[src/sram_pkg.sv]
// Purpose: Constants for the host-side controller of a 256K x 8 static RAM.
// Assumes: 25 MHz system clock; slowest speed grade timing is used.
// Notes:   Cycle counts are derived from the printed times in ns.
package sram_pkg;
    localparam int CLK_PERIOD_NS = 40;
    localparam int ADDR_W = 18;
    localparam int DATA_W = 8;
    // Read: address access time, slowest grade
    localparam int ADDR_ACCESS_NS = 100;
    localparam int ADDR_ACCESS_CYC =
        (ADDR_ACCESS_NS + CLK_PERIOD_NS - 1) / CLK_PERIOD_NS;
    // Write: select and address valid before end of write
    localparam int SELECT_TO_END_NS = 80;
    localparam int WRITE_HOLD_CYC =
        (SELECT_TO_END_NS + CLK_PERIOD_NS - 1) / CLK_PERIOD_NS;
    // Write data set-up before end of write
    localparam int DATA_SETUP_NS = 40;
    localparam int DATA_SETUP_CYC =
        (DATA_SETUP_NS + CLK_PERIOD_NS - 1) / CLK_PERIOD_NS;
    // Float time of the device after deselect
    localparam int DESELECT_FLOAT_NS = 30;
    localparam int DESELECT_FLOAT_CYC =
        (DESELECT_FLOAT_NS + CLK_PERIOD_NS - 1) / CLK_PERIOD_NS;
    localparam int CNT_W = 4;
endpackage : sram_pkg

[src/sram_sync_if.sv]
// Purpose: Carries the synchronised read-data byte between modules.
// Assumes: One clock domain.
// Notes:   Producer is the pin synchroniser, consumer the controller.
`timescale 1ns/1ps
interface sram_sync_if;
    logic [7:0] data;  // Stable synchronised byte
    modport producer (output data);
    modport consumer (input data);
endinterface : sram_sync_if

[src/sram_host_ctrl.sv]
// Purpose: Host controller driving a 256K x 8 asynchronous static RAM.
// Assumes: 25 MHz clock; pins need a period of settling per phase.
// Notes:   One access at a time; all pin outputs come from flip-flops.
// Summary of operation
// - Write starts at last asserting edge
// - Write ends at first releasing edge
// - Host holds select long before write end
// - Host holds address valid before write end
// - Host drives data set-up before write end
// - Host keeps chip deselected during retention
// - Host drives every control to defined level
`timescale 1ns/1ps
module sram_host_ctrl
    import sram_pkg::*;
(
    // Clock and reset
    input wire logic i_clk_sys,
    input wire logic i_resetn,
    // User request port
    input wire logic i_req,
    input wire logic i_write,
    input wire logic [ADDR_W-1:0] i_addr,
    input wire logic [DATA_W-1:0] i_wdata,
    input wire logic i_retain,
    output logic o_ready,
    output logic o_rdata_valid,
    output logic [DATA_W-1:0] o_rdata,
    // Memory pins
    output logic [ADDR_W-1:0] o_addr_lines,
    output logic o_select_primary_n,
    output logic o_select_secondary,
    output logic o_output_enable_n,
    output logic o_write_strobe_n,
    output logic [DATA_W-1:0] o_byte_pins,
    output logic o_byte_pins_oe,
    input wire logic [DATA_W-1:0] i_byte_pins
);
    typedef enum logic [2:0] {
        ST_IDLE, ST_RD_WAIT, ST_RD_DONE, ST_WR_PULSE, ST_WR_END,
        ST_TURN, ST_RETAIN
    } phase_e;

    typedef struct packed {
        phase_e phase;
        logic [CNT_W-1:0] cnt;
        logic ready;
        logic rvalid;
        logic [DATA_W-1:0] rdata;
        logic [ADDR_W-1:0] addr;
        logic sel_pri_n;  // Primary select, active low
        logic sel_sec;    // Secondary select, active high
        logic oe_n;
        logic we_n;
        logic [DATA_W-1:0] wdata;
        logic drive;
    } ctrl_s;

    ctrl_s st_q, st_d;
    sram_sync_if sync_bus ();  // Synchronised returning byte

    // Returning byte passes four flops (three stages and the held value) before use
    sram_pin_sync u_sync (
        .i_clk_sys(i_clk_sys),
        .i_resetn(i_resetn),
        .i_pins(i_byte_pins),
        .sync(sync_bus.producer)
    );

    // Cycle count sized to the counter width
    function automatic logic [CNT_W-1:0] cyc(input int n);
        cyc = n[CNT_W-1:0];
    endfunction : cyc

    // Next-state logic for the access sequencer
    always_comb begin
        st_d = st_q;
        st_d.rvalid = 1'b0;
        case (st_q.phase)
            ST_IDLE: begin
                // Every control but the secondary select set to its inactive level while idle; secondary select keeps its last level
                st_d.sel_pri_n = 1'b1;
                st_d.oe_n = 1'b1;
                st_d.we_n = 1'b1;
                st_d.drive = 1'b0;
                st_d.ready = 1'b1;
                if (i_retain) begin
                    // Retention: deselect by both selects
                    st_d.sel_sec = 1'b0;
                    st_d.ready = 1'b0;
                    st_d.phase = ST_RETAIN;
                end else if (i_req) begin
                    st_d.ready = 1'b0;
                    st_d.sel_sec = 1'b1;
                    st_d.addr = i_addr;
                    st_d.sel_pri_n = 1'b0;
                    if (i_write) begin
                        // Address, select, data and strobe together
                        st_d.wdata = i_wdata;
                        st_d.drive = 1'b1;
                        st_d.we_n = 1'b0;
                        st_d.cnt = cyc(WRITE_HOLD_CYC - 1);
                        st_d.phase = ST_WR_PULSE;
                    end else begin
                        // Drivers stay off; device may drive
                        st_d.oe_n = 1'b0;
                        // Extra flops of the synchroniser added
                        st_d.cnt = cyc(ADDR_ACCESS_CYC + 3);
                        st_d.phase = ST_RD_WAIT;
                    end
                end
            end
            ST_RD_WAIT: begin
                if (st_q.cnt == '0) begin
                    st_d.phase = ST_RD_DONE;
                end else begin
                    st_d.cnt = st_q.cnt - cyc(1);
                end
            end
            ST_RD_DONE: begin
                st_d.rdata = sync_bus.data;
                st_d.rvalid = 1'b1;
                st_d.sel_pri_n = 1'b1;
                st_d.oe_n = 1'b1;
                st_d.cnt = cyc(DESELECT_FLOAT_CYC);
                st_d.phase = ST_TURN;
            end
            ST_WR_PULSE: begin
                // Select, address and data held long enough
                if (st_q.cnt == '0) begin
                    st_d.we_n = 1'b1;
                    st_d.phase = ST_WR_END;
                end else begin
                    st_d.cnt = st_q.cnt - cyc(1);
                end
            end
            ST_WR_END: begin
                // Data and address kept one cycle past end of write
                st_d.drive = 1'b0;
                st_d.sel_pri_n = 1'b1;
                st_d.cnt = cyc(0);
                st_d.phase = ST_TURN;
            end
            ST_TURN: begin
                if (st_q.cnt == '0) begin
                    st_d.ready = 1'b1;
                    st_d.phase = ST_IDLE;
                end else begin
                    st_d.cnt = st_q.cnt - cyc(1);
                end
            end
            ST_RETAIN: begin
                if (!i_retain) begin
                    st_d.ready = 1'b1;
                    st_d.phase = ST_IDLE;
                end
            end
            default: begin
                st_d.phase = ST_IDLE;
            end
        endcase
    end

    // State register; reset leaves the chip deselected
    always_ff @(posedge i_clk_sys or negedge i_resetn) begin
        if (!i_resetn) begin
            st_q <= '{phase: ST_IDLE, cnt: '0, ready: 1'b0,
                      rvalid: 1'b0, rdata: '0, addr: '0,
                      sel_pri_n: 1'b1, sel_sec: 1'b0, oe_n: 1'b1,
                      we_n: 1'b1, wdata: '0, drive: 1'b0};
        end else begin
            st_q <= st_d;
        end
    end

    assign o_ready = st_q.ready;
    assign o_rdata_valid = st_q.rvalid;
    assign o_rdata = st_q.rdata;
    assign o_addr_lines = st_q.addr;
    assign o_select_primary_n = st_q.sel_pri_n;
    assign o_select_secondary = st_q.sel_sec;
    assign o_output_enable_n = st_q.oe_n;
    assign o_write_strobe_n = st_q.we_n;
    assign o_byte_pins = st_q.wdata;
    assign o_byte_pins_oe = st_q.drive;
endmodule : sram_host_ctrl

[src/sram_pin_sync.sv]
// Purpose: Three-stage synchroniser for the returning byte pins.
// Assumes: Pins are asynchronous to the system clock.
// Notes:   A value counts only once stage two and stage three agree.
`timescale 1ns/1ps
module sram_pin_sync (
    // Clock and reset
    input wire logic i_clk_sys,
    input wire logic i_resetn,
    // Pin side
    input wire logic [7:0] i_pins,
    // Synchronised side
    sram_sync_if.producer sync
);
    typedef struct packed {
        logic [7:0] s1;    // Metastable stage, read only by s2
        logic [7:0] s2;
        logic [7:0] s3;
        logic [7:0] held;  // Last agreed value
    } sync_s;
    sync_s st_q, st_d;

    // Next state: shift, update held value when stages agree
    always_comb begin
        st_d = st_q;
        st_d.s1 = i_pins;
        st_d.s2 = st_q.s1;
        st_d.s3 = st_q.s2;
        if (st_q.s2 == st_q.s3) begin
            st_d.held = st_q.s3;
        end
    end

    // State register
    always_ff @(posedge i_clk_sys or negedge i_resetn) begin
        if (!i_resetn) begin
            st_q <= '0;
        end else begin
            st_q <= st_d;
        end
    end

    assign sync.data = st_q.held;
endmodule : sram_pin_sync

[config.mk]
export PLATFORM = sky130hd
export DESIGN_NAME = sram_host_ctrl
export DESIGN_NICKNAME = d
export VERILOG_FILES = /design/src/sram_pkg.sv /design/src/sram_sync_if.sv /design/src/sram_host_ctrl.sv /design/src/sram_pin_sync.sv
export SDC_FILE = /design/constraint.sdc
export NUM_CORES = 1
export LEC_CHECK = 0
export ABC_AREA = 1
export ABC_CLOCK_PERIOD_IN_PS = 1640
export BUFFER_PORTS_ARGS = -buffer_cell sky130_fd_sc_hd__buf_2
export CORE_ASPECT_RATIO = 1.2
export CORE_UTILIZATION = 54
export DETAILED_ROUTE_END_ITERATION = 6
export PLACE_DENSITY = 0.8
export REMOVE_ABC_BUFFERS = 1
export SYNTH_ARGS = -nofsm -noshare
export SYNTH_HDL_FRONTEND = slang
export SYNTH_HIERARCHICAL = 1
export SYNTH_SLANG_ARGS = --single-unit
[constraint.sdc]
create_clock -name i_clk_sys -period 1.64 [get_ports i_clk_sys]
set_input_delay 0.328 -clock i_clk_sys [delete_from_list [all_inputs] [get_ports i_clk_sys]]
set_output_delay 0.328 -clock i_clk_sys [all_outputs]
set_load 0.01 [all_outputs]
---- Word level (Yosys, flattened, before mapping) ----
Index checks and enable logic that the tools add are counted.
operators by class
  add/subtract/negate cells ............... 1
  equality and inequality tests ........... 15
  multiplexer cells ....................... 26
  bitwise gates (word level) .............. 1
  reduce and logical (&&, ||, !) cells .... 18
operators with widths
  cell                                                                number
  3-bit case mux with 6 select lines                                  1
  4-bit case mux with 4 select lines                                  1
  3-bit 2-to-1 mux                                                    5
  2-bit inequality test, second input constant                        7
  13-bit 2-to-1 mux                                                   1
  11-bit 2-to-1 mux                                                   1
  10-bit 2-to-1 mux                                                   1
  2-bit nonzero test                                                  5
  3-bit == test, second input constant                                3
  9-bit 2-to-1 mux                                                    1
  8-bit == test                                                       1
  4-bit 2-to-1 mux                                                    2
  8-bit 2-to-1 mux                                                    1
  1-bit case mux with 2 select lines                                  4
  4-bit AND reduction                                                 2
  3-bit by 2-bit == test with 1-bit output, second input constant     2
  1-bit 2-to-1 mux                                                    6
  6-bit 2-to-1 mux                                                    1
  3-bit AND reduction                                                 2
  5-bit AND reduction                                                 1
  4-bit zero test                                                     1
  2-bit AND reduction                                                 2
  4-bit nonzero test                                                  1
  4-bit by 1-bit subtractor with 4-bit output, second input constant  1
  other kinds (8)                                                     8
storage, ports and cells
  register bits ........................... 80
  bits of input ports ..................... 39
  output and inout port bits .............. 41
  logic and storage cells ................. 77

---- Depth between registers and ports, before layout ----
  depth after elaboration ................. 4
  mapped depth ............................ 9
  gate-level depth less buffers ........... 8

---- Hierarchy ----
The synthesis kept the hierarchy.
by module, submodules not included
  module          times used  cells each  area each (sq um)  sequential area each (sq um)
  sram_host_ctrl  1           287         2424.8             1204.9
  sram_pin_sync   1           93          1099.8             800.8

---- Least setup slack after synthesis ----
No wires, ideal clock.
  path type ............................... reg2reg
  start point ............................. register st_q[46] (netlist name)
  end point ............................... register st_q (netlist bit o_addr_lines[0])
  library setup time ...................... 0.116 ns
  arrival ................................. 1.219 ns
  data required time ...................... 1.524 ns
  path slack .............................. 0.305 ns
  stages on the path, launching flop included .. 10
  buffers on the path ..................... 3
  period minus slack after synthesis ...... 1.335 ns
  path through ............................ dfrtp_1 buf_6 nor2_8 nand2_4 nor2_8 inv_4 buf_6 buf_6 nand2_2 nand2_1
on the way
  cells in the longest elaborated chain, start to end .. 2
ends and longest elaborated chain
  what                           line                   RTL
  from (decl)                    sram_host_ctrl.sv:58   ctrl_s st_q, st_d;
  from (signal assigned)         sram_host_ctrl.sv:166  st_q <= '{phase: ST_IDLE, cnt: '0, ready: 1'b0,
  from (signal assigned)         sram_host_ctrl.sv:171  st_q <= st_d;
  3-bit zero test                sram_host_ctrl.sv:78   case (st_q.phase)
  3-bit AND reduction (no line)  n/a
No other way between the ends.
A chain may end at the register's enable or synchronous reset.

---- Worst setup path after layout ----
  start point ............................. register st_q[46] (netlist name)
  end point ............................... register st_q (netlist bit o_byte_pins[3])
on the way
  cells in the longest elaborated chain, start to end .. 2
ends and longest elaborated chain
  what                           line
  3-bit zero test                sram_host_ctrl.sv:78
  4-bit AND reduction (no line)  n/a
No other way between the ends.

==> results.yml <==
clocking:
  clockBufferDepth: 2
  clkTransAtPathRegs_ns: 0.08
  root_buffer: "clkbuf_8"
  cts_tree: "yes"
  numCtsBuffers: 9
  htree_levels: 3
  clock_latency_ns: 0.34
  cts.sinks: 80
  post_cts_buffers: 0
synthesis:
  ys_top_cells_by_area: "dfrtp_1 55%, nand2_1 17%, buf_4 9.4%"
  synth.ff_latch_count: 80
  syn_inst: 380
  synth_edf_count: 0
  yosysTopAreaCellShare_pct: 54.7
  ys_warn_count: 6
  syn_area_um2: 3520
  synthArstFlopShare_pct: 100
  ys_seq_area_share_pct: 56.9
  ys_types: 29
  yosysTopAreaCell: "dfrtp_1"
  avgSynthCellArea_um2: 9.28
  ys.flop_type: "dfrtp_1"
critical_path:
  end_kind: "flop"
  cp.required_ns: 1.87
  cp.arrival_ns: 1.71
  cp-startpoint: "st_q[46]$_DFFE_PN0P_"
  crit_path_start_kind: "flop"
  slowest_delay_ns: 0.52
  critical-path-top-delay-family: "simple AND/OR/NAND/NOR gates"
  timing.rr.start: "st_q[46]$_DFFE_PN0P_"
  cp_max_fo: 11
  crit_type: "reg2reg"
  cp_common_cell: "nor2_8"
  cp_slowest_cell: "dfrtp_1"
  crit_buf_inv: 2
  crit_chain: "nor2_8 -> nand2_4 -> nor2_8 -> inv_4 -> nor2_8 -> inv_2 -> nand2_1 -> nand2_1"
sta:
  grt_setup_unrepaired: "no"
  slew_violations: 0
  layout_min_cycle_time_ns: 1.48
  fin_hold_ws_ns: 0.0832
  hold_viol: 0
  final-setup-viol-count: 0
  relSlewSlack_pct: 72.8
  fin_worst_skew_ns: 0.00440
  timing.fmax_ghz: 0.677
  final.setup.tns_ns: 0
  finalCritPeriodShare_pct: 90.1
  worst_pin_slew_ns: 0.409
routing:
  firstDrtPassIters: 4
  drcViolationCount: 0
  dr.first_iter.drc_count: 120
  drt-total-wl_um: 5890
  via_count: 2403
  avgViaCountPerCell: 4.68
  wl_per_cell_um: 11.5
  ant_nets: 0
power_and_ir_drop:
  powerDensity_nw_per_um2: 1690
  irDropWorstVdd_mv: 1.09
  power.leakage_uw: 0.00222
floorplanning:
  rows: 31
  die_x_um: 75.8
  die_h_um: 90.5
  start_util_pct: 57.2
  dieArea_um2: 6860
  core-area_um2: 6170
  io_pins: 80
final_layout:
  fill_cells: 516
  layout.nets: 468
  area_growth_syn_to_layout_pct: 11.0
  final_core_util_pct: 63.4
  layout-drive-gt1-share_pct: 28.7
  antenna_cells: 0
status:
  status: "finished, final reports clean"
global_routing:
  track_usage_pct: 19.4
  antenna_found_initial: 0
  grt_overflow: 0
  grt_pass1_vias: 2314
  grt_pass1_wl_um: 10100
  grt_max_degree: 81
placed_design:
  portBuffers: 79
  dp_hpwl_um: 4240
  gp_congestion: 0.807
min_path:
  hp-start: "i_byte_pins[5]"
  worstHoldPathType: "in2reg"
job:
  max_cap_viol_count: 0
[cell families after synthesis]
logic type      count (synthesis)  synth area share, %
simple gates                  210                 25.9
xor+xnor                        7                 1.74
flops                          80                 56.9
buf+inv                        67                 12.6
compound gates                 14                 2.13
fa+ha+maj                       2                0.710
[per-stage QoR]
stage                     cell area [um^2]  setup WS [ns]  cells  power (uW)
after detailed placement              3700          0.184    497        5190
after floorplan                       3160         0.0993    332        4320
after global placement                3700          0.252    497        5100
after global routing                  3910         0.0207    514        7090
final                                 3910          0.163    514        6600
after CTS                             3910          0.171    514        6660
[final cells by class]
type	count	area, um^2	share of cell area (%)
sequential	80	2010	51.3
multi-input combinational	233	1080	27.5
timing repair buffer	84	450	11.5
clock buffer	9	124	3.17
tap	82	103	2.62
clock inverter	7	80.1	2.05
inverter	19	73.8	1.89
[power breakdown]
group,switching [uW],internal [uW]
registers,409,2580
clock network,736,721
logic,1290,865
[sequential cells by signal, summed over array words and instances (netlist names), 7 cells and up]
register          flops
o_addr_lines         18
u_sync/st_d          16
u_sync/sync.data      8
u_sync/st_q           8
o_byte_pins           8
o_rdata               8
st_q                  7
[worst paths after layout]
check                      slack [ns]  depth (start not counted)                            end
max                              0.16                          8     o_byte_pins[3]$_DFFE_PN0P_
min                              0.08                          1      u_sync/st_d[21]$_DFF_PN0_
max reg2reg                      0.16                          8     o_byte_pins[3]$_DFFE_PN0P_
min reg2reg                      0.35                          0      u_sync/st_d[12]$_DFF_PN0_
max in group asynchronous        0.75                          3  o_output_enable_n$_DFFE_PN1P_
min in group asynchronous        0.51                          3    o_addr_lines[1]$_DFFE_PN0P_
[routing by layer]
metal	GRT usage (%)	vias to the layer above	share of wire, %
li1	-	1224	-
met4	10.0	0	2.4
met5	0	-	0
met3	3.46	15	3.3
met1	24.0	1104	43
met2	31.6	60	51
[cell usage after synthesis, types with 2 or more instances]
cell,count
a21oi_1,3
buf_4,44
buf_6,3
dfrtp_1,77
dfstp_2,3
ha_1,2
inv_1,15
inv_2,2
nand2_1,158
nand2_2,10
nand3_1,12
nand4_1,2
nor2_1,17
nor2_2,3
nor2_8,3
o21ai_0,8
xnor2_1,6
[placed cells by master, fill, tap and decap left out, types with 4 or more instances in the layout]
cell / Yosys / layout
nand2_1: 158 / 158
buf_2: 1 / 78
dfrtp_1: 77 / 77
nor2_1: 17 / 17
inv_1: 15 / 15
nand3_1: 12 / 12
nand2_2: 10 / 10
clkbuf_8: 0 / 9
o21ai_0: 8 / 8
xnor2_1: 6 / 6
buf_4: 44 / 4
[timing repair]
action,4_1_cts,5_1_grt
gates resized for setup,0,0
hold buffers,1,0
hold endpoints to repair,5,0
No activity file was read; power rests on OpenSTA's default activity.
